**config.mk**
```make
export PLATFORM = sky130hd
export DESIGN_NAME = qcr_top
export DESIGN_NICKNAME = d
export VERILOG_FILES = /design/src/shared/qcr_pkg.sv /design/src/shared/qcr_link_if.sv /design/src/rtl/qcr_clk.sv /design/src/rtl/qcr_slot.sv /design/src/rtl/qcr_top.sv
export SDC_FILE = /design/constraint.sdc
export NUM_CORES = 2
export LEC_CHECK = 0
export BUFFER_PORTS_ARGS = -buffer_cell sky130_fd_sc_hd__clkbuf_2
export CORE_MARGIN = 2
export CORE_UTILIZATION = 63
export CTS_CLUSTER_SIZE = 28
export DETAILED_ROUTE_END_ITERATION = 16
export GPL_TIMING_DRIVEN = 0
export PLACE_DENSITY = 0.91
export SKIP_CTS_REPAIR_TIMING = 1
export SYNTH_ARGS = -nofsm -noshare
export SYNTH_HDL_FRONTEND = slang
export SYNTH_SLANG_ARGS = --single-unit
```
**constraint.sdc**
```tcl
create_clock -name clk_i -period 7.7 [get_ports clk_i]
set_input_delay 1.54 -clock clk_i [delete_from_list [all_inputs] [get_ports clk_i]]
set_output_delay 1.54 -clock clk_i [all_outputs]
set_load 0.005 [all_outputs]
```
**src/shared/qcr_pkg.sv**
```systemverilog
// constants and companding function shared by the channel routing block
package qcr_pkg;
	localparam int unsigned NCH   = 4;
	localparam int unsigned DW    = 8;
	localparam int unsigned AW    = 8;
	localparam int unsigned SLOTW = 7;
	localparam int unsigned BITW  = 10;
	localparam int unsigned CSW   = 3;
	localparam int unsigned NHWY  = 2;
	localparam int unsigned NGCI  = 2;

	localparam logic [7:0] A_RESET  = 8'h02;
	localparam logic [7:0] A_TXS_W  = 8'h40;
	localparam logic [7:0] A_TXS_R  = 8'h41;
	localparam logic [7:0] A_RXS_W  = 8'h42;
	localparam logic [7:0] A_RXS_R  = 8'h43;
	localparam logic [7:0] A_CLK_W  = 8'h44;
	localparam logic [7:0] A_CLK_R  = 8'h45;
	localparam logic [7:0] A_CFG_W  = 8'h46;
	localparam logic [7:0] A_CFG_R  = 8'h47;
	localparam logic [7:0] A_CSEL_W = 8'h4a;
	localparam logic [7:0] A_CSEL_R = 8'h4b;
	localparam logic [7:0] A_STAT_R = 8'h4d;
	localparam logic [7:0] A_MODE_W = 8'h60;
	localparam logic [7:0] A_MODE_R = 8'h61;
	localparam logic [7:0] A_SIG_W  = 8'h62;
	localparam logic [7:0] A_SIG_R  = 8'h63;
	localparam logic [7:0] A_MON_W  = 8'h70;
	localparam logic [7:0] A_MON_R  = 8'h71;
	localparam logic [7:0] A_SC_W   = 8'h72;
	localparam logic [7:0] A_SC_R   = 8'h73;
	localparam logic [7:0] A_MONRX  = 8'h74;
	localparam logic [7:0] A_SCRX   = 8'h75;

	localparam int unsigned HWY_BIT  = 7;
	localparam int unsigned EDGE_BIT = 3;
	localparam int unsigned MCLK_BIT = 0;
	localparam int unsigned M_ALAW   = 0;
	localparam int unsigned M_LIN    = 1;
	localparam int unsigned M_SIG    = 2;

	localparam logic [7:0] RST_SLOT = 8'h00;
	localparam logic [2:0] RST_MODE = 3'h0;
	localparam logic [7:0] RST_MON  = 8'hff;
	localparam logic [7:0] RST_SC   = 8'hff;
	localparam logic [1:0] STRAP_WAIT = 2'h2;

	localparam logic [1:0] GCI_MON_OFS = 2'h2;
	localparam logic [1:0] GCI_SC_OFS  = 2'h3;

	localparam int unsigned LINK_MIN_HZ = 128000;
	localparam int unsigned LINK_MAX_HZ = 8192000;

	// sign-magnitude segment coding of a 16-bit two's complement sample
	function automatic logic [7:0] compand(input logic [15:0] s,
		input logic alaw);
		logic        sg;
		logic [14:0] mag;
		logic [12:0] m;
		logic [2:0]  e;
		logic [3:0]  sh;
		logic [3:0]  mt;
		sg  = s[15];
		mag = sg ? ~s[14:0] : s[14:0];
		if (alaw)
			m = {1'b0, mag[14:3]};
		else if (mag[14:2] > 13'h1fde)
			m = 13'h1fff;
		else
			m = mag[14:2] + 13'h0021;
		e = 3'h0;
		for (int i = 1; i < 8; i++)
		begin
			if (m[i + (alaw ? 4 : 5)])
				e = 3'(i);
		end
		if (alaw)
			sh = (e == 3'h0) ? 4'h1 : {1'b0, e};
		else
			sh = {1'b0, e} + 4'h1;
		mt = 4'(m >> sh);
		compand = alaw ? ({~sg, e, mt} ^ 8'h55) : ~{sg, e, mt};
	endfunction
endpackage

```
**src/shared/qcr_link_if.sv**
```systemverilog
// bit timing carried from the clock block to the slot engines
interface qcr_link_if;
	logic                       tx_stb;
	logic                       rx_stb;
	logic                       frame;
	logic [qcr_pkg::BITW-1:0]   bit_idx;

	modport src (output tx_stb, output rx_stb, output frame, output bit_idx);
	modport snk (input tx_stb, input rx_stb, input frame, input bit_idx);
endinterface

```
**src/rtl/qcr_clk.sv**
```systemverilog
// clock block: link clock edges, frame sync, bit index, master tick
module qcr_clk (
	// clock and reset
	input  wire logic                  clk_i,
	input  wire logic                  rst_n_i,
	// link pins, asynchronous
	input  wire logic                  hwy_clk_i,
	input  wire logic                  gci_clk_i,
	input  wire logic                  mclk_i,
	input  wire logic                  fs_i,
	// configuration
	input  wire logic                  gci_mode_i,
	input  wire logic                  tx_edge_i,
	input  wire logic                  mclk_sel_i,
	input  wire logic [qcr_pkg::CSW-1:0] clk_slot_i,
	// timing out
	qcr_link_if.src                    lk,
	output logic                       master_tick_o
);
	typedef struct packed {
		logic [2:0]               lclk;
		logic [2:0]               mclk;
		logic [1:0]               fs;
		logic                     fs_prev;
		logic [qcr_pkg::BITW-1:0] cnt;
		logic                     tick;
	} qcr_clk_st_t;

	qcr_clk_st_t             st_q;
	qcr_clk_st_t             st_d;
	logic                    rise;
	logic                    fall;
	logic                    fs_new;
	logic [qcr_pkg::BITW-1:0] frame_idx;

	assign rise      = st_q.lclk[1] & ~st_q.lclk[2];
	assign fall      = ~st_q.lclk[1] & st_q.lclk[2];
	assign frame_idx = {qcr_pkg::BITW{1'b0}} - {7'h00, clk_slot_i};
	assign lk.tx_stb = tx_edge_i ? fall : rise;
	assign lk.rx_stb = tx_edge_i ? rise : fall;
	// frame seen at each strobe of the first bit, up to and including the receive strobe
	assign fs_new    = st_q.fs[1] & ~st_q.fs_prev;
	assign lk.frame  = (lk.rx_stb | lk.tx_stb) & fs_new;
	assign lk.bit_idx = lk.frame ? frame_idx
		: (lk.tx_stb && tx_edge_i) ? st_q.cnt - 10'h001 : st_q.cnt;
	assign master_tick_o = st_q.tick;

	always_comb
	begin
		st_d = st_q;
		st_d.lclk = {st_q.lclk[1:0], gci_mode_i ? gci_clk_i : hwy_clk_i};
		st_d.mclk = {st_q.mclk[1:0], mclk_i};
		st_d.fs   = {st_q.fs[0], fs_i};
		if (lk.rx_stb)
		begin
			st_d.fs_prev = st_q.fs[1];
			st_d.cnt     = lk.bit_idx + 10'h001;
		end
		if (!gci_mode_i && mclk_sel_i)
			st_d.tick = st_q.mclk[1] & ~st_q.mclk[2];
		else
			st_d.tick = rise;
	end

	always_ff @(posedge clk_i)
	begin
		if (!rst_n_i)
			st_q <= '0;
		else
			st_q <= st_d;
	end

	property p_frame_count;
		@(posedge clk_i) disable iff (!rst_n_i)
		lk.frame && lk.rx_stb |=> (st_q.cnt == $past(frame_idx) + 10'h001);
	endproperty
	a_frame_count: assert property (p_frame_count)
		else $error("bit index not restarted at frame sync");

	property p_tx_edge;
		@(posedge clk_i) disable iff (!rst_n_i)
		lk.tx_stb |-> !lk.rx_stb && (st_q.lclk[1] != tx_edge_i)
			##1 !lk.tx_stb;
	endproperty
	a_tx_edge: assert property (p_tx_edge)
		else $error("transmit strobe on wrong clock edge");
endmodule

```
**src/rtl/qcr_slot.sv**
```systemverilog
// one voice channel slot engine: transmit and receive on the highway
module qcr_slot (
	// clock and reset
	input  wire logic        clk_i,
	input  wire logic        rst_n_i,
	// bit timing
	qcr_link_if.snk          lk,
	// channel setup
	input  wire logic [6:0]  tx_slot_i,
	input  wire logic [6:0]  rx_slot_i,
	input  wire logic        lin_i,
	input  wire logic        sig_i,
	input  wire logic        alaw_i,
	// data
	input  wire logic [15:0] sample_i,
	input  wire logic [7:0]  sig_byte_i,
	input  wire logic        rx_bit_i,
	output logic             tx_bit_o,
	output logic             tx_act_o,
	output logic [15:0]      rx_word_o,
	output logic             rx_valid_o
);
	typedef struct packed {
		logic [15:0] txw;
		logic [15:0] rxsh;
		logic [15:0] rxw;
		logic        rxv;
	} qcr_slot_st_t;

	qcr_slot_st_t st_q;
	qcr_slot_st_t st_d;
	logic [6:0]   rel_t;
	logic [6:0]   rel_r;
	logic         rx_act;
	logic         rx_last;
	logic [3:0]   pos;
	logic [15:0]  rx_new;
	logic [15:0]  tx_new;
	logic [15:0]  tx_cur;

	assign rel_t    = lk.bit_idx[9:3] - tx_slot_i;
	assign rel_r    = lk.bit_idx[9:3] - rx_slot_i;
	assign tx_act_o = (rel_t == 7'h00) || ((lin_i || sig_i) && (rel_t == 7'h01));
	assign rx_act   = (rel_r == 7'h00) || (lin_i && (rel_r == 7'h01));
	assign rx_last  = (lk.bit_idx[2:0] == 3'h7) && (rel_r == {6'h00, lin_i});
	assign pos      = {rel_t[0], lk.bit_idx[2:0]};
	assign tx_new   = lin_i ? sample_i
		: {qcr_pkg::compand(sample_i, alaw_i), sig_byte_i};
	assign tx_cur   = lk.frame ? tx_new : st_q.txw;
	assign tx_bit_o = tx_cur[4'hf - pos];
	assign rx_new   = {st_q.rxsh[14:0], rx_bit_i};
	assign rx_word_o  = st_q.rxw;
	assign rx_valid_o = st_q.rxv;

	always_comb
	begin
		st_d = st_q;
		st_d.rxv = 1'b0;
		if (lk.frame)
			st_d.txw = tx_new;
		if (lk.rx_stb && rx_act)
		begin
			st_d.rxsh = rx_new;
			if (rx_last)
			begin
				st_d.rxw = lin_i ? rx_new : {8'h00, rx_new[7:0]};
				st_d.rxv = 1'b1;
			end
		end
	end

	always_ff @(posedge clk_i)
	begin
		if (!rst_n_i)
			st_q <= '0;
		else
			st_q <= st_d;
	end

	property p_comp_span;
		@(posedge clk_i) disable iff (!rst_n_i)
		!lin_i && !sig_i && (rel_t == 7'h01) |-> !tx_act_o;
	endproperty
	a_comp_span: assert property (p_comp_span)
		else $error("companded sample spans more than one slot");

	property p_rx_word;
		@(posedge clk_i) disable iff (!rst_n_i)
		rx_valid_o && !$past(lin_i) |-> (rx_word_o[15:8] == 8'h00) ##1 !rx_valid_o;
	endproperty
	a_rx_word: assert property (p_rx_word)
		else $error("companded receive word wider than a byte");
endmodule

```
**src/rtl/qcr_top.sv**
```systemverilog
// four-channel routing top: host registers, straps, highways, gci
//
// Chosen here: the address-and-strobe port and the register offsets.
module qcr_top (
	// clock and reset
	input  wire logic             clk_i,
	input  wire logic             rst_n_i,
	// host register port
	input  wire logic [7:0]       addr_i,
	input  wire logic [7:0]       wdata_i,
	input  wire logic             wr_i,
	input  wire logic             rd_i,
	output logic      [7:0]       rdata_o,
	// straps
	input  wire logic             gci_mode_i,
	input  wire logic             gci_pair_select_lo_i,
	input  wire logic             gci_pair_select_hi_i,
	// link pins
	input  wire logic             hwy_clk_i,
	input  wire logic             mclk_i,
	input  wire logic             gci_data_clock_i,
	input  wire logic             fs_i,
	input  wire logic [1:0]       dr_i,
	output logic      [1:0]       dx_o,
	output logic      [1:0]       dx_oe_o,
	// voice samples
	input  wire logic [3:0][15:0] tx_sample_i,
	output logic      [3:0][15:0] rx_sample_o,
	output logic      [3:0]       rx_valid_o,
	output logic                  master_tick_o
);
	typedef struct packed {
		logic [3:0]      chan_sel;
		logic [3:0][7:0] tx_slot;
		logic [3:0][7:0] rx_slot;
		logic [2:0]      clk_slot;
		logic            tx_edge;
		logic            mclk_sel;
		logic [3:0][2:0] mode;
		logic [3:0][7:0] sig;
		logic [1:0][7:0] mon_tx;
		logic [1:0][7:0] sc_tx;
		logic [1:0][7:0] mon_rx;
		logic [1:0][7:0] sc_rx;
		logic [7:0]      gsh;
		logic [7:0]      rdata;
		logic [2:0]      strap_s1;
		logic [2:0]      strap_s2;
		logic [2:0]      strap;
		logic [1:0]      strap_wait;
		logic            strap_done;
		logic [1:0]      dr_s1;
		logic [1:0]      dr_s2;
		logic [1:0]      dx;
		logic [1:0]      dx_oe;
	} qcr_st_t;

	localparam qcr_st_t ST_RST = '{
		mon_tx:  {2{qcr_pkg::RST_MON}},
		sc_tx:   {2{qcr_pkg::RST_SC}},
		default: '0
	};

	qcr_st_t          st_q;
	qcr_st_t          st_d;
	logic             gci;
	logic [2:0]       gbase;
	logic [3:0][6:0]  e_txs;
	logic [3:0][6:0]  e_rxs;
	logic [3:0]       e_lin;
	logic [3:0]       e_sig;
	logic [3:0]       e_hwy;
	logic [3:0]       tx_bit;
	logic [3:0]       tx_act;
	logic [3:0][15:0] rx_w;
	logic [1:0]       c_lo;
	logic             p_lo;
	logic [1:0]       m_hit;
	logic [1:0]       s_hit;
	logic [1:0]       hbit;
	logic [1:0]       hact;
	logic             per_chan;

	qcr_link_if lk ();

	assign gci   = st_q.strap[2];
	assign gbase = {st_q.strap[1:0], 1'b0};
	assign rdata_o = st_q.rdata;
	assign dx_o    = st_q.dx;
	assign dx_oe_o = st_q.dx_oe;
	assign rx_sample_o = rx_w;

	qcr_clk u_clk (
		.clk_i         (clk_i),
		.rst_n_i       (rst_n_i),
		.hwy_clk_i     (hwy_clk_i),
		.gci_clk_i     (gci_data_clock_i),
		.mclk_i        (mclk_i),
		.fs_i          (fs_i),
		.gci_mode_i    (gci),
		.tx_edge_i     (st_q.tx_edge),
		.mclk_sel_i    (st_q.mclk_sel),
		.clk_slot_i    (st_q.clk_slot),
		.lk            (lk),
		.master_tick_o (master_tick_o)
	);

	// effective per-channel setup, gci overrides the host slots, linear, signalling and highway; alaw keeps the host value
	always_comb
	begin
		for (int c = 0; c < 4; c++)
		begin
			if (gci)
			begin
				e_txs[c] = {2'b00, gbase + {2'b00, c[1]}, 1'b0, c[0]};
				e_rxs[c] = e_txs[c];
				e_lin[c] = 1'b0;
				e_sig[c] = 1'b0;
				e_hwy[c] = 1'b0;
			end
			else
			begin
				e_txs[c] = st_q.tx_slot[c][6:0];
				e_rxs[c] = st_q.rx_slot[c][6:0];
				e_lin[c] = st_q.mode[c][qcr_pkg::M_LIN];
				e_sig[c] = st_q.mode[c][qcr_pkg::M_SIG];
				e_hwy[c] = st_q.tx_slot[c][qcr_pkg::HWY_BIT];
			end
		end
	end

	for (genvar g = 0; g < 4; g++)
	begin : g_ch
		qcr_slot u_slot (
			.clk_i      (clk_i),
			.rst_n_i    (rst_n_i),
			.lk         (lk),
			.tx_slot_i  (e_txs[g]),
			.rx_slot_i  (e_rxs[g]),
			.lin_i      (e_lin[g]),
			.sig_i      (e_sig[g]),
			.alaw_i     (st_q.mode[g][qcr_pkg::M_ALAW]),
			.sample_i   (tx_sample_i[g]),
			.sig_byte_i (st_q.sig[g]),
			.rx_bit_i   (st_q.dr_s2[e_hwy[g]]),
			.tx_bit_o   (tx_bit[g]),
			.tx_act_o   (tx_act[g]),
			.rx_word_o  (rx_w[g]),
			.rx_valid_o (rx_valid_o[g])
		);
	end

	always_comb
	begin
		c_lo = 2'h0;
		for (int c = 3; c >= 0; c--)
		begin
			if (st_q.chan_sel[c])
				c_lo = 2'(c);
		end
		p_lo = ~(st_q.chan_sel[0] | st_q.chan_sel[1]);
		for (int j = 0; j < 2; j++)
		begin
			m_hit[j] = gci && (lk.bit_idx[9:3] ==
				{2'h0, gbase + {2'b00, j[0]}, qcr_pkg::GCI_MON_OFS});
			s_hit[j] = gci && (lk.bit_idx[9:3] ==
				{2'h0, gbase + {2'b00, j[0]}, qcr_pkg::GCI_SC_OFS});
		end
		per_chan = (addr_i == qcr_pkg::A_TXS_W) || (addr_i == qcr_pkg::A_RXS_W)
			|| (addr_i == qcr_pkg::A_MODE_W) || (addr_i == qcr_pkg::A_SIG_W);
	end

	// highway output merge, voice slots and gci control bytes
	always_comb
	begin
		hbit = 2'b00;
		hact = 2'b00;
		for (int c = 0; c < 4; c++)
		begin
			if (tx_act[c])
			begin
				hbit[e_hwy[c]] = hbit[e_hwy[c]] | tx_bit[c];
				hact[e_hwy[c]] = 1'b1;
			end
		end
		for (int j = 0; j < 2; j++)
		begin
			if (m_hit[j] || s_hit[j])
			begin
				hact[0] = 1'b1;
				hbit[0] = hbit[0] | (m_hit[j] ?
					st_q.mon_tx[j][3'h7 - lk.bit_idx[2:0]] :
					st_q.sc_tx[j][3'h7 - lk.bit_idx[2:0]]);
			end
		end
	end

	always_comb
	begin
		st_d = st_q;
		st_d.rdata    = 8'h00;
		st_d.strap_s1 = {gci_mode_i, gci_pair_select_hi_i, gci_pair_select_lo_i};
		st_d.strap_s2 = st_q.strap_s1;
		st_d.dr_s1    = dr_i;
		st_d.dr_s2    = st_q.dr_s1;
		if (!st_q.strap_done)
		begin
			if (st_q.strap_wait == qcr_pkg::STRAP_WAIT)
			begin
				st_d.strap      = st_q.strap_s2;
				st_d.strap_done = 1'b1;
			end
			else
				st_d.strap_wait = st_q.strap_wait + 2'h1;
		end
		if (lk.tx_stb)
		begin
			st_d.dx    = hbit;
			st_d.dx_oe = hact;
		end
		if (lk.rx_stb && (m_hit != 2'b00 || s_hit != 2'b00))
		begin
			st_d.gsh = {st_q.gsh[6:0], st_q.dr_s2[0]};
			if (lk.bit_idx[2:0] == 3'h7)
			begin
				for (int j = 0; j < 2; j++)
				begin
					if (m_hit[j])
						st_d.mon_rx[j] = st_d.gsh;
					if (s_hit[j])
						st_d.sc_rx[j] = st_d.gsh;
				end
			end
		end
		if (wr_i)
		begin
			for (int c = 0; c < 4; c++)
			begin
				if (st_q.chan_sel[c])
				begin
					if (addr_i == qcr_pkg::A_TXS_W)
						st_d.tx_slot[c] = wdata_i;
					if (addr_i == qcr_pkg::A_RXS_W)
						st_d.rx_slot[c] = wdata_i;
					if (addr_i == qcr_pkg::A_MODE_W)
						st_d.mode[c] = wdata_i[2:0];
					if (addr_i == qcr_pkg::A_SIG_W)
						st_d.sig[c] = wdata_i;
				end
			end
			for (int j = 0; j < 2; j++)
			begin
				if (st_q.chan_sel[2 * j] || st_q.chan_sel[2 * j + 1])
				begin
					if (addr_i == qcr_pkg::A_MON_W)
						st_d.mon_tx[j] = wdata_i;
					if (addr_i == qcr_pkg::A_SC_W)
						st_d.sc_tx[j] = wdata_i;
				end
			end
			if (addr_i == qcr_pkg::A_CSEL_W)
				st_d.chan_sel = wdata_i[3:0];
			if (addr_i == qcr_pkg::A_CLK_W)
			begin
				st_d.clk_slot = wdata_i[2:0];
				st_d.tx_edge  = wdata_i[qcr_pkg::EDGE_BIT];
			end
			if (addr_i == qcr_pkg::A_CFG_W)
				st_d.mclk_sel = wdata_i[qcr_pkg::MCLK_BIT];
			if (addr_i == qcr_pkg::A_RESET)
			begin
				st_d.chan_sel = ST_RST.chan_sel;
				st_d.tx_slot  = ST_RST.tx_slot;
				st_d.rx_slot  = ST_RST.rx_slot;
				st_d.clk_slot = ST_RST.clk_slot;
				st_d.tx_edge  = ST_RST.tx_edge;
				st_d.mclk_sel = ST_RST.mclk_sel;
				st_d.mode     = ST_RST.mode;
				st_d.sig      = ST_RST.sig;
				st_d.mon_tx   = ST_RST.mon_tx;
				st_d.sc_tx    = ST_RST.sc_tx;
			end
		end
		if (rd_i)
		begin
			case (addr_i)
				qcr_pkg::A_CSEL_R: st_d.rdata = {4'h0, st_q.chan_sel};
				qcr_pkg::A_TXS_R:  st_d.rdata = st_q.tx_slot[c_lo];
				qcr_pkg::A_RXS_R:  st_d.rdata = st_q.rx_slot[c_lo];
				qcr_pkg::A_MODE_R: st_d.rdata = {5'h00, st_q.mode[c_lo]};
				qcr_pkg::A_SIG_R:  st_d.rdata = st_q.sig[c_lo];
				qcr_pkg::A_CLK_R:  st_d.rdata = {4'h0, st_q.tx_edge, st_q.clk_slot};
				qcr_pkg::A_CFG_R:  st_d.rdata = {7'h00, st_q.mclk_sel};
				qcr_pkg::A_STAT_R: st_d.rdata = {4'h0, st_q.strap_done, st_q.strap};
				qcr_pkg::A_MON_R:  st_d.rdata = st_q.mon_tx[p_lo];
				qcr_pkg::A_SC_R:   st_d.rdata = st_q.sc_tx[p_lo];
				qcr_pkg::A_MONRX:  st_d.rdata = st_q.mon_rx[p_lo];
				qcr_pkg::A_SCRX:   st_d.rdata = st_q.sc_rx[p_lo];
				default:           st_d.rdata = 8'h00;
			endcase
		end
	end

	always_ff @(posedge clk_i)
	begin
		if (!rst_n_i)
			st_q <= ST_RST;
		else
			st_q <= st_d;
	end

	property p_one_chan;
		@(posedge clk_i) disable iff (!rst_n_i)
		wr_i && (addr_i == qcr_pkg::A_TXS_W) && (st_q.chan_sel == 4'h1)
		|=> (st_q.tx_slot[0] == $past(wdata_i)) && $stable(st_q.tx_slot[1])
			&& $stable(st_q.tx_slot[3]);
	endproperty
	a_one_chan: assert property (p_one_chan)
		else $error("single channel write reached wrong channel");

	property p_bcast;
		@(posedge clk_i) disable iff (!rst_n_i)
		wr_i && (addr_i == qcr_pkg::A_MODE_W) && (st_q.chan_sel == 4'hf)
		|=> (st_q.mode == {4{$past(wdata_i[2:0])}});
	endproperty
	a_bcast: assert property (p_bcast)
		else $error("broadcast write missed a channel");

	property p_sel_read;
		@(posedge clk_i) disable iff (!rst_n_i)
		rd_i && (addr_i == qcr_pkg::A_CSEL_R)
		|=> (rdata_o == {4'h0, $past(st_q.chan_sel)})
			##1 ((rdata_o == 8'h00) || $past(rd_i));
	endproperty
	a_sel_read: assert property (p_sel_read)
		else $error("channel select readback wrong");

	property p_no_sel;
		@(posedge clk_i) disable iff (!rst_n_i)
		wr_i && per_chan && (st_q.chan_sel == 4'h0)
		|=> $stable(st_q.mode) && $stable(st_q.tx_slot)
			&& $stable(st_q.rx_slot) && $stable(st_q.sig);
	endproperty
	a_no_sel: assert property (p_no_sel)
		else $error("write with no channel selected changed setup");

	property p_pair_map;
		@(posedge clk_i) disable iff (!rst_n_i)
		gci |-> (e_txs[0] == {2'b00, st_q.strap[1:0], 3'h0})
			&& (e_txs[3] == {2'b00, st_q.strap[1:0], 3'h5});
	endproperty
	a_pair_map: assert property (p_pair_map)
		else $error("gci channel pair not taken from straps");

	property p_gci_fmt;
		@(posedge clk_i) disable iff (!rst_n_i)
		gci |-> (e_lin == 4'h0) && (e_sig == 4'h0) && (e_hwy == 4'h0);
	endproperty
	a_gci_fmt: assert property (p_gci_fmt)
		else $error("linear or signalling active in gci mode");

	property p_soft_rst;
		@(posedge clk_i) disable iff (!rst_n_i)
		wr_i && (addr_i == qcr_pkg::A_RESET)
		|=> (st_q.chan_sel == 4'h0) && (st_q.mode == 12'h000);
	endproperty
	a_soft_rst: assert property (p_soft_rst)
		else $error("soft reset did not clear setup");

	property p_one_port;
		@(posedge clk_i) disable iff (!rst_n_i)
		gci && $past(gci) |-> !dx_oe_o[1];
	endproperty
	a_one_port: assert property (p_one_port)
		else $error("second highway driven in gci mode");
endmodule

```
Word level (Yosys, flattened, before mapping)
Index checks and enable logic that the tools add are counted.
{"block": "classes", "n_reduce_logical": 112, "n_eq_ne": 40, "shifts": 4, "bitwise": 40, "n_lt_le_gt_ge": 47, "n_mux": 291, "addsub": 54}
{"operator": "< comparator 32 x 6 -> 1 bit (second input constant)", "n": 28}
{"operator": "adder 4 x 32 -> 32 bit (first input constant)", "n": 16}
{"operator": "2-to-1 mux 8 bit", "n": 36}
{"operator": "adder 3 x 32 -> 32 bit (first input constant)", "n": 8}
{"operator": "2-to-1 mux 16 bit", "n": 12}
{"operator": "== test 8 x 7 -> 1 bit (second input constant)", "n": 21}
{"operator": "2-to-1 mux 149 bit", "n": 1}
{"operator": "adder 2 x 32 -> 32 bit (first input constant)", "n": 4}
{"operator": "binary-select mux 1 bit (select 4 bit)", "n": 32}
{"operator": "2-to-1 mux 1 bit", "n": 120}
{"operator": "2-to-1 mux 13 bit", "n": 8}
{"operator": "one-hot mux 8 bit (12 select lines)", "n": 1}
{"operator": "2-to-1 mux 3 bit", "n": 26}
{"operator": "AND reduction 3 bit", "n": 24}
{"operator": "2-to-1 mux 15 bit", "n": 4}
{"operator": "inverter 15 bit", "n": 4}
{"operator": "== test 7 x 1 -> 1 bit (second input constant)", "n": 8}
{"operator": "logical NOT 7 bit", "n": 8}
{"operator": "2-to-1 mux 7 bit", "n": 8}
{"operator": "subtractor 7 bit", "n": 8}
{"operator": "adder 13 x 6 -> 13 bit (second input constant)", "n": 4}
{"operator": "> comparator 13 bit (second input constant)", "n": 4}
{"operator": "right shift 13 x 4 -> 4 bit", "n": 4}
{"operator": "binary-select mux 8 bit (select 2 bit)", "n": 3}
{"operator": "other kinds (38)", "n": 196}
{"block": "totals", "wordCells": 649, "ff_bits": 428, "output_inout_bits": 81, "inputBits": 93}

Depth between registers and ports, before layout
{"block": "depth", "depth_word": 47, "ltp_mapped": 26, "mapped_depth_nobuf": 22}

By module
A second synthesis with hierarchy kept.
{"block": "hier_totals", "hier_cells": 3893, "hier_area_um2": 31685.4}
{"mod": "qcr_slot (g_ch[0].u_slot ...)", "area_per_inst_um2": 4798.4, "seq_area_each_um2": 960.9, "instances": 3, "cells_per_inst": 638}
{"mod": "qcr_top", "area_per_inst_um2": 11354.6, "seq_area_each_um2": 4324.1, "instances": 1, "cells_per_inst": 1219}
{"mod": "qcr_slot (g_ch[1].u_slot)", "area_per_inst_um2": 4568.1, "seq_area_each_um2": 960.9, "instances": 1, "cells_per_inst": 598}
{"mod": "qcr_clk", "area_per_inst_um2": 1367.6, "seq_area_each_um2": 400.4, "instances": 1, "cells_per_inst": 162}

Worst setup path before layout
No wires, ideal clock.
{"block": "synth_timing", "path_kind": "input -> register", "startpoint": "input tx_sample_i[15] in the netlist's numbering", "endpoint": "register st_q, in the netlist dx_o[0]", "arrival_ns": 6.524, "setup_slack_ns": 1.107, "path_buffers": 2, "t_required_ns": 7.630, "cell_stages": 23, "setup_time_ns": 0.070, "cell_sequence": "buf_2 or4b_1 mux2i_1 a32o_1 xor2_1 or4_1 a31oi_2 or2_2 clkbuf_1 ha_1 inv_1 or3_1 or4b_1 nand3b_1 nor2_1 or4_1 a21oi_1 a211oi_1 o31a_1 a31oi_1 o311a_1 o21ai_1 a21oi_1"}
{"block": "synth_via", "elab_chain_cells": 46, "elab_cells_between_ends": 68, "classes_between": "add/sub (2); order compare (1); shift (1); mux (53); bitwise (10); reduce/logical (1)"}
{"item": "start: declaration", "line": "qcr_top.sv:27", "text": "input wire logic [3:0][15:0] tx_sample_i,"}
{"item": "branches (longest 20 deep; another with adder 13 x 6 -> 13 bit)"}
{"item": "2-to-1 mux 16 bit (*)", "line": "qcr_slot.sv:47", "text": "assign tx_new = lin_i ? sample_i"}
{"item": "2-to-1 mux 16 bit (*)", "line": "qcr_slot.sv:49", "text": "assign tx_cur = lk.frame ? tx_new : st_q.txw;"}
{"item": "binary-select mux 1 bit (select 4 bit) (*)", "line": "qcr_slot.sv:50", "text": "assign tx_bit_o = tx_cur[4'hf - pos];"}
{"item": "2-to-1 mux 1 bit (implied by the code) (*)", "line": "qcr_slot.sv:50"}
{"item": "OR 1 bit (*)", "line": "qcr_top.sv:182", "text": "hbit[e_hwy[c]] = hbit[e_hwy[c]] | tx_bit[c];"}
{"item": "bitwise AND 2 bit (no source line) (*)"}
{"item": "2-to-1 mux 2 bit (*)", "line": "qcr_top.sv:180", "text": "if (tx_act[c])"}
{"item": "(+10 left out)"}
{"item": "2-to-1 mux 1 bit (implied by the code) (2 in a row)", "line": "qcr_top.sv:182"}
{"item": "OR 1 bit", "line": "qcr_top.sv:182"}
{"item": "bitwise mux 2 bit", "line": "qcr_top.sv:182"}
{"item": "2-to-1 mux 2 bit (*)", "line": "qcr_top.sv:180"}
{"item": "OR 1 bit", "line": "qcr_top.sv:191", "text": "hbit[0] = hbit[0] | (m_hit[j] ?"}
{"item": "2-to-1 mux 1 bit (*)", "line": "qcr_top.sv:188", "text": "if (m_hit[j] || s_hit[j])"}
{"item": "OR 1 bit", "line": "qcr_top.sv:191"}
{"item": "2-to-1 mux 1 bit (*)", "line": "qcr_top.sv:188"}
{"item": "end signal: assignment", "line": "qcr_top.sv:309", "text": "st_q <= st_d;"}
{"item": "end: declaration", "line": "qcr_top.sv:64", "text": "qcr_st_t st_q;"}
Mark *: on every way between the ends. The select of a mux whose other input is x is not followed.
A chain may end at the register's enable or synchronous reset.

Final worst setup path
{"block": "layout_timing", "startpoint": "register u_clk.st_q, in the netlist u_clk.st_d[19]", "endpoint": "register st_q, in the netlist dx_o[0]"}
{"block": "layout_via", "elab_chain_cells": 32, "elab_cells_between_ends": 89, "classes_between": "add/sub (9); eq/ne (8); mux (41); bitwise (12); reduce/logical (19)"}
{"item": "start: declaration", "line": "qcr_clk.sv:29", "text": "qcr_clk_st_t st_q;"}
{"item": "start signal: assignment", "line": "qcr_clk.sv:70", "text": "st_q <= st_d;"}
{"item": "inverter 1 bit", "line": "qcr_clk.sv:37", "text": "assign fall = ~st_q.lclk[1] & st_q.lclk[2];"}
{"item": "bitwise AND 1 bit", "line": "qcr_clk.sv:37"}
{"item": "2-to-1 mux 1 bit, on equally long branches", "line": "qcr_clk.sv:40, qcr_clk.sv:39"}
{"item": "OR 1 bit or logical AND 1 bit (tied branches)", "line": "qcr_clk.sv:43, qcr_clk.sv:45"}
{"item": "bitwise AND 1 bit or 2-to-1 mux 10 bit (tied branches)", "line": "qcr_clk.sv:43, qcr_clk.sv:45"}
{"item": "2-to-1 mux 10 bit", "line": "qcr_clk.sv:44", "text": "assign lk.bit_idx = lk.frame ? frame_idx"}
{"item": "subtractor 7 bit", "line": "qcr_slot.sv:41", "text": "assign rel_t = lk.bit_idx[9:3] - tx_slot_i;"}
{"item": "subtractor 4 bit", "line": "qcr_slot.sv:50"}
{"item": "(+15 left out)"}
{"item": "2-to-1 mux 1 bit (implied by the code) (2 in a row)", "line": "qcr_top.sv:182"}
{"item": "OR 1 bit", "line": "qcr_top.sv:182"}
{"item": "bitwise mux 2 bit", "line": "qcr_top.sv:182"}
{"item": "2-to-1 mux 2 bit", "line": "qcr_top.sv:180"}
{"item": "OR 1 bit", "line": "qcr_top.sv:191"}
{"item": "2-to-1 mux 1 bit", "line": "qcr_top.sv:188"}
{"item": "OR 1 bit", "line": "qcr_top.sv:191"}
{"item": "2-to-1 mux 1 bit", "line": "qcr_top.sv:188"}
Parallel ways exist; a longest one is shown, timed or not. The select of a mux whose other input is x is not followed.

==> reports/results.ini <==
[worst_setup_path]
critPathKind = flip-flop to flip-flop
cp_max_fo = 10
r2r-start = u_clk.st_d[19]
reg2reg_slack_ns = 0.14
end_kind = flip-flop
r2r_cells = 20
path_cells = xor2_1, nand3b_1, clkbuf_1, buf_1, clkbuf_1, clkbuf_1, buf_1, buf_1, a21oi_1, ha_1, a21oi_1, xnor2_1, xnor2_1, nor4_2, o31a_1, nand2_1, a31oi_1, o311a_1, o21ai_1, a21oi_1
setup.worst_path.start_class = flip-flop
r2r-end = dx_o[0]
cp_top_family = buffers and inverters
cp_slowest_cell = nor4_2
required_ns = 8.19
critPathArrivalTime_ns = 8.04
crit_buf_inv = 6
critical-path-max-stage-delay_ns = 0.68

[die]
die_h_um = 220
io_pins = 174
die_w_um = 220
core-area_um2 = 46400
rows = 79
initial_core_util = 0.634
die_area_um2 = 48400

[final_layout]
num-fill-cells = 3667
syn_to_final_growth_pct = 10.5
multi_input_area_um2 = 19000
drive_gt1_frac = 0.115
register_area_um2 = 8570
finish.instance_area_um2 = 32500
final_nets = 4112

[global_routing]
grt_pass1_vias = 28814
grt_pass1_wl_mm = 161
grt_max_degree = 15
antenna_found_initial = 4
overflow = 0
track_usage = 0.427

[status]
status = finished with violations
violations = capacitance limit, slew limit

[cts]
clockBufferDepth = 3
htreeDepth = 2
cts_buffers = 44
cts-root-buf = clkbuf_16
cts_tree = done
cts.sinks = 428
clock_latency_ns = 0.56
clk_pin_slew_worst_paths_ns = 0.06

[yosys]
synth_edf_count = 0
yosysWarnings = 0
syn_inst = 3752
synthTopCellsByCount = nor2_1 (465), nand2_1 (464), dfxtp_1 (428)
synth_top_area_frac = 0.291
syn_area_um2 = 29400
yosys.area.top_type = dfxtp_1
avgSynthCellArea_um2 = 7.84
yosysSeqAreaShare = 0.291
yosys-top-cells-area = dfxtp_1 (29%), mux2i_1 (8.7%), nor2_1 (5.9%)
async_flop_share = 0
synth.distinct_cells = 117
syn_nets = 3914
yosysMostFrequentCell = nor2_1
synth_ff_type = dfxtp_1
synth-seq-cells = 428

[route]
wl_per_cell_um = 23.2
vias = 31222
drc = 0
routed_via_density = 6.80
detail-route-antenna-nets = 0
dr.pass1.iters = 9
wl_mm = 106
drtIter0Drc = 4622

[sta]
period_needed_ns = 7.56
slew_violations = 9
rsz0062_at_grt = false
period_share = 0.982
finalSetupTns_ns = 0
tightest_slew_ns = 1.53
fmax_ghz = 0.132
setup_viol = 0
clock_skew_ns = 0.0209
layout_setup_ws_ns = 0.142
hold_viol_final = 0
slew_headroom = -0.0182

[place]
placed_cell_area_um2 = 30900
routabilityCongestion = 1.07
io_buffers = 150
post-place-ws_ns = -0.0524
dpl.hpwl_mm = 79.1

[worst_hold_path]
hold_start = st_d[16]
hp-class = flip-flop to flip-flop
holdPathStages = 1
holdPathEnd = st_q[16]

[pwr]
power.density_nw_per_um2 = 174
vdd_drop_max_uv = 183
p_leak_nw = 13.3

[run]
cap_violations = 1

## worst reg2reg max path: stages, from the launching register on
cell	delay (ns)
dfxtp_1	0.48
xor2_1	0.13
nand3b_1	0.25
clkbuf_1	0.58
buf_1	0.60
clkbuf_1	0.53
clkbuf_1	0.53
buf_1	0.58
buf_1	0.60
a21oi_1	0.53
ha_1	0.48
a21oi_1	0.17
xnor2_1	0.15
xnor2_1	0.09
nor4_2	0.68
o31a_1	0.31
nand2_1	0.10
a31oi_1	0.20
o311a_1	0.26
o21ai_1	0.10
a21oi_1	0.14
## cells by family after synthesis
logic type / count (synthesis) / synth area share
buffers and inverters: 412 / 0.0643
DFF: 428 / 0.291
muxes: 314 / 0.126
and+or+nand+nor: 1458 / 0.231
adders and majority gates: 74 / 0.0331
AOI/OAI and AO/OA: 911 / 0.208
xor gates and xnor gates: 155 / 0.0464
## per-layer routing
layer	vias up	global-route usage	share of wire
met1	14497	0.547	0.37
li1	13777	-	-
met5	-	0	0
met3	553	0.0979	0.13
met2	2395	0.638	0.42
met4	0	0.290	0.079
## sequential cells by signal (all words and copies together), names as in the netlist
signal	cells
st_q	196
g_ch.u_slot.rx_word_o	64
g_ch.u_slot.st_q	64
g_ch.u_slot.rx_new	60
u_clk.st_q	14
rdata_o	8
st_d	5
u_clk.st_d	5
g_ch.u_slot.rx_valid_o	4
dx_o	2
dx_oe_o	2
gbase	2
gci	1
u_clk.master_tick_o	1
## report_power, final
part	internal (mW)	switching, mW	total, mW
combinational	0.396	0.717	1.11
clock	1.36	0.916	2.28
sequential	2.23	0.0139	2.25
total	3.99	1.65	5.64
## final cells by class
class                           instances  share of cell area
Tap cell                              607              0.0234
Clock inverter                         13             0.00628
Clock buffer                           65              0.0410
Buffer                                347              0.0507
Sequential cell                       428               0.264
Antenna cell                            1           0.0000770
Timing Repair Buffer                  152              0.0236
Inverter                               65             0.00751
Multi-Input combinational cell       2912               0.584
## stage by stage
step / hold slack [ns] / total power [mW] / cells / utilization
5_1_grt: 0.450 / 5.79 / 4589 / 0.701
6_report: 0.437 / 5.64 / 4590 / 0.701
3_5_place_dp: 0.422 / 3.35 / 4510 / 0.667
2_1_floorplan: 0.412 / 3.06 / 3752 / -
4_1_cts: 0.440 / 5.57 / 4588 / 0.700
3_3_place_gp: 0.416 / 3.34 / 4509 / 0.667
## worst max path at each step
| stage | start | end | depth (start not counted) | slack (ns) |
|---|---|---|---|---|
| after floorplan | tx_sample_i[15] | dx_o[0] | 23 | 1.11 |
| after global placement | u_clk.st_d[19] | dx_o[0] | 23 | -0.03 |
| after detailed placement | u_clk.st_d[19] | dx_o[0] | 23 | -0.05 |
| after CTS | u_clk.st_d[19] | dx_o[0] | 23 | -0.14 |
| after global routing | u_clk.st_d[19] | dx_o[0] | 24 | 0.009 |
| final | u_clk.st_d[19] | dx_o[0] | 20 | 0.14 |
## placed cells by master, fill, tap and decap left out, drive strengths merged, types with 13 or more instances in the layout
master and instances:
xnor2 99, nand2b 41, a31oi 52, xor2 56, o221ai 13, o211ai 62, buf 137, o2111ai 16
a21o 27, and3 27, or3 21, a21oi 292, mux2 16, a221oi 18, or2 31, a211oi 36
o31ai 26, nor3 71, dfxtp 428, nand4 17, nand2 465, a22oi 23, and2 60, nor2 465
mux4 43, inv 63, o21ai 145, o22ai 28, nor2b 57, mux2i 255, clkbuf 427, nand3 112
o21a 16, nor4 19, ha 61
Note: power is estimated with default switching activity, not from simulation.
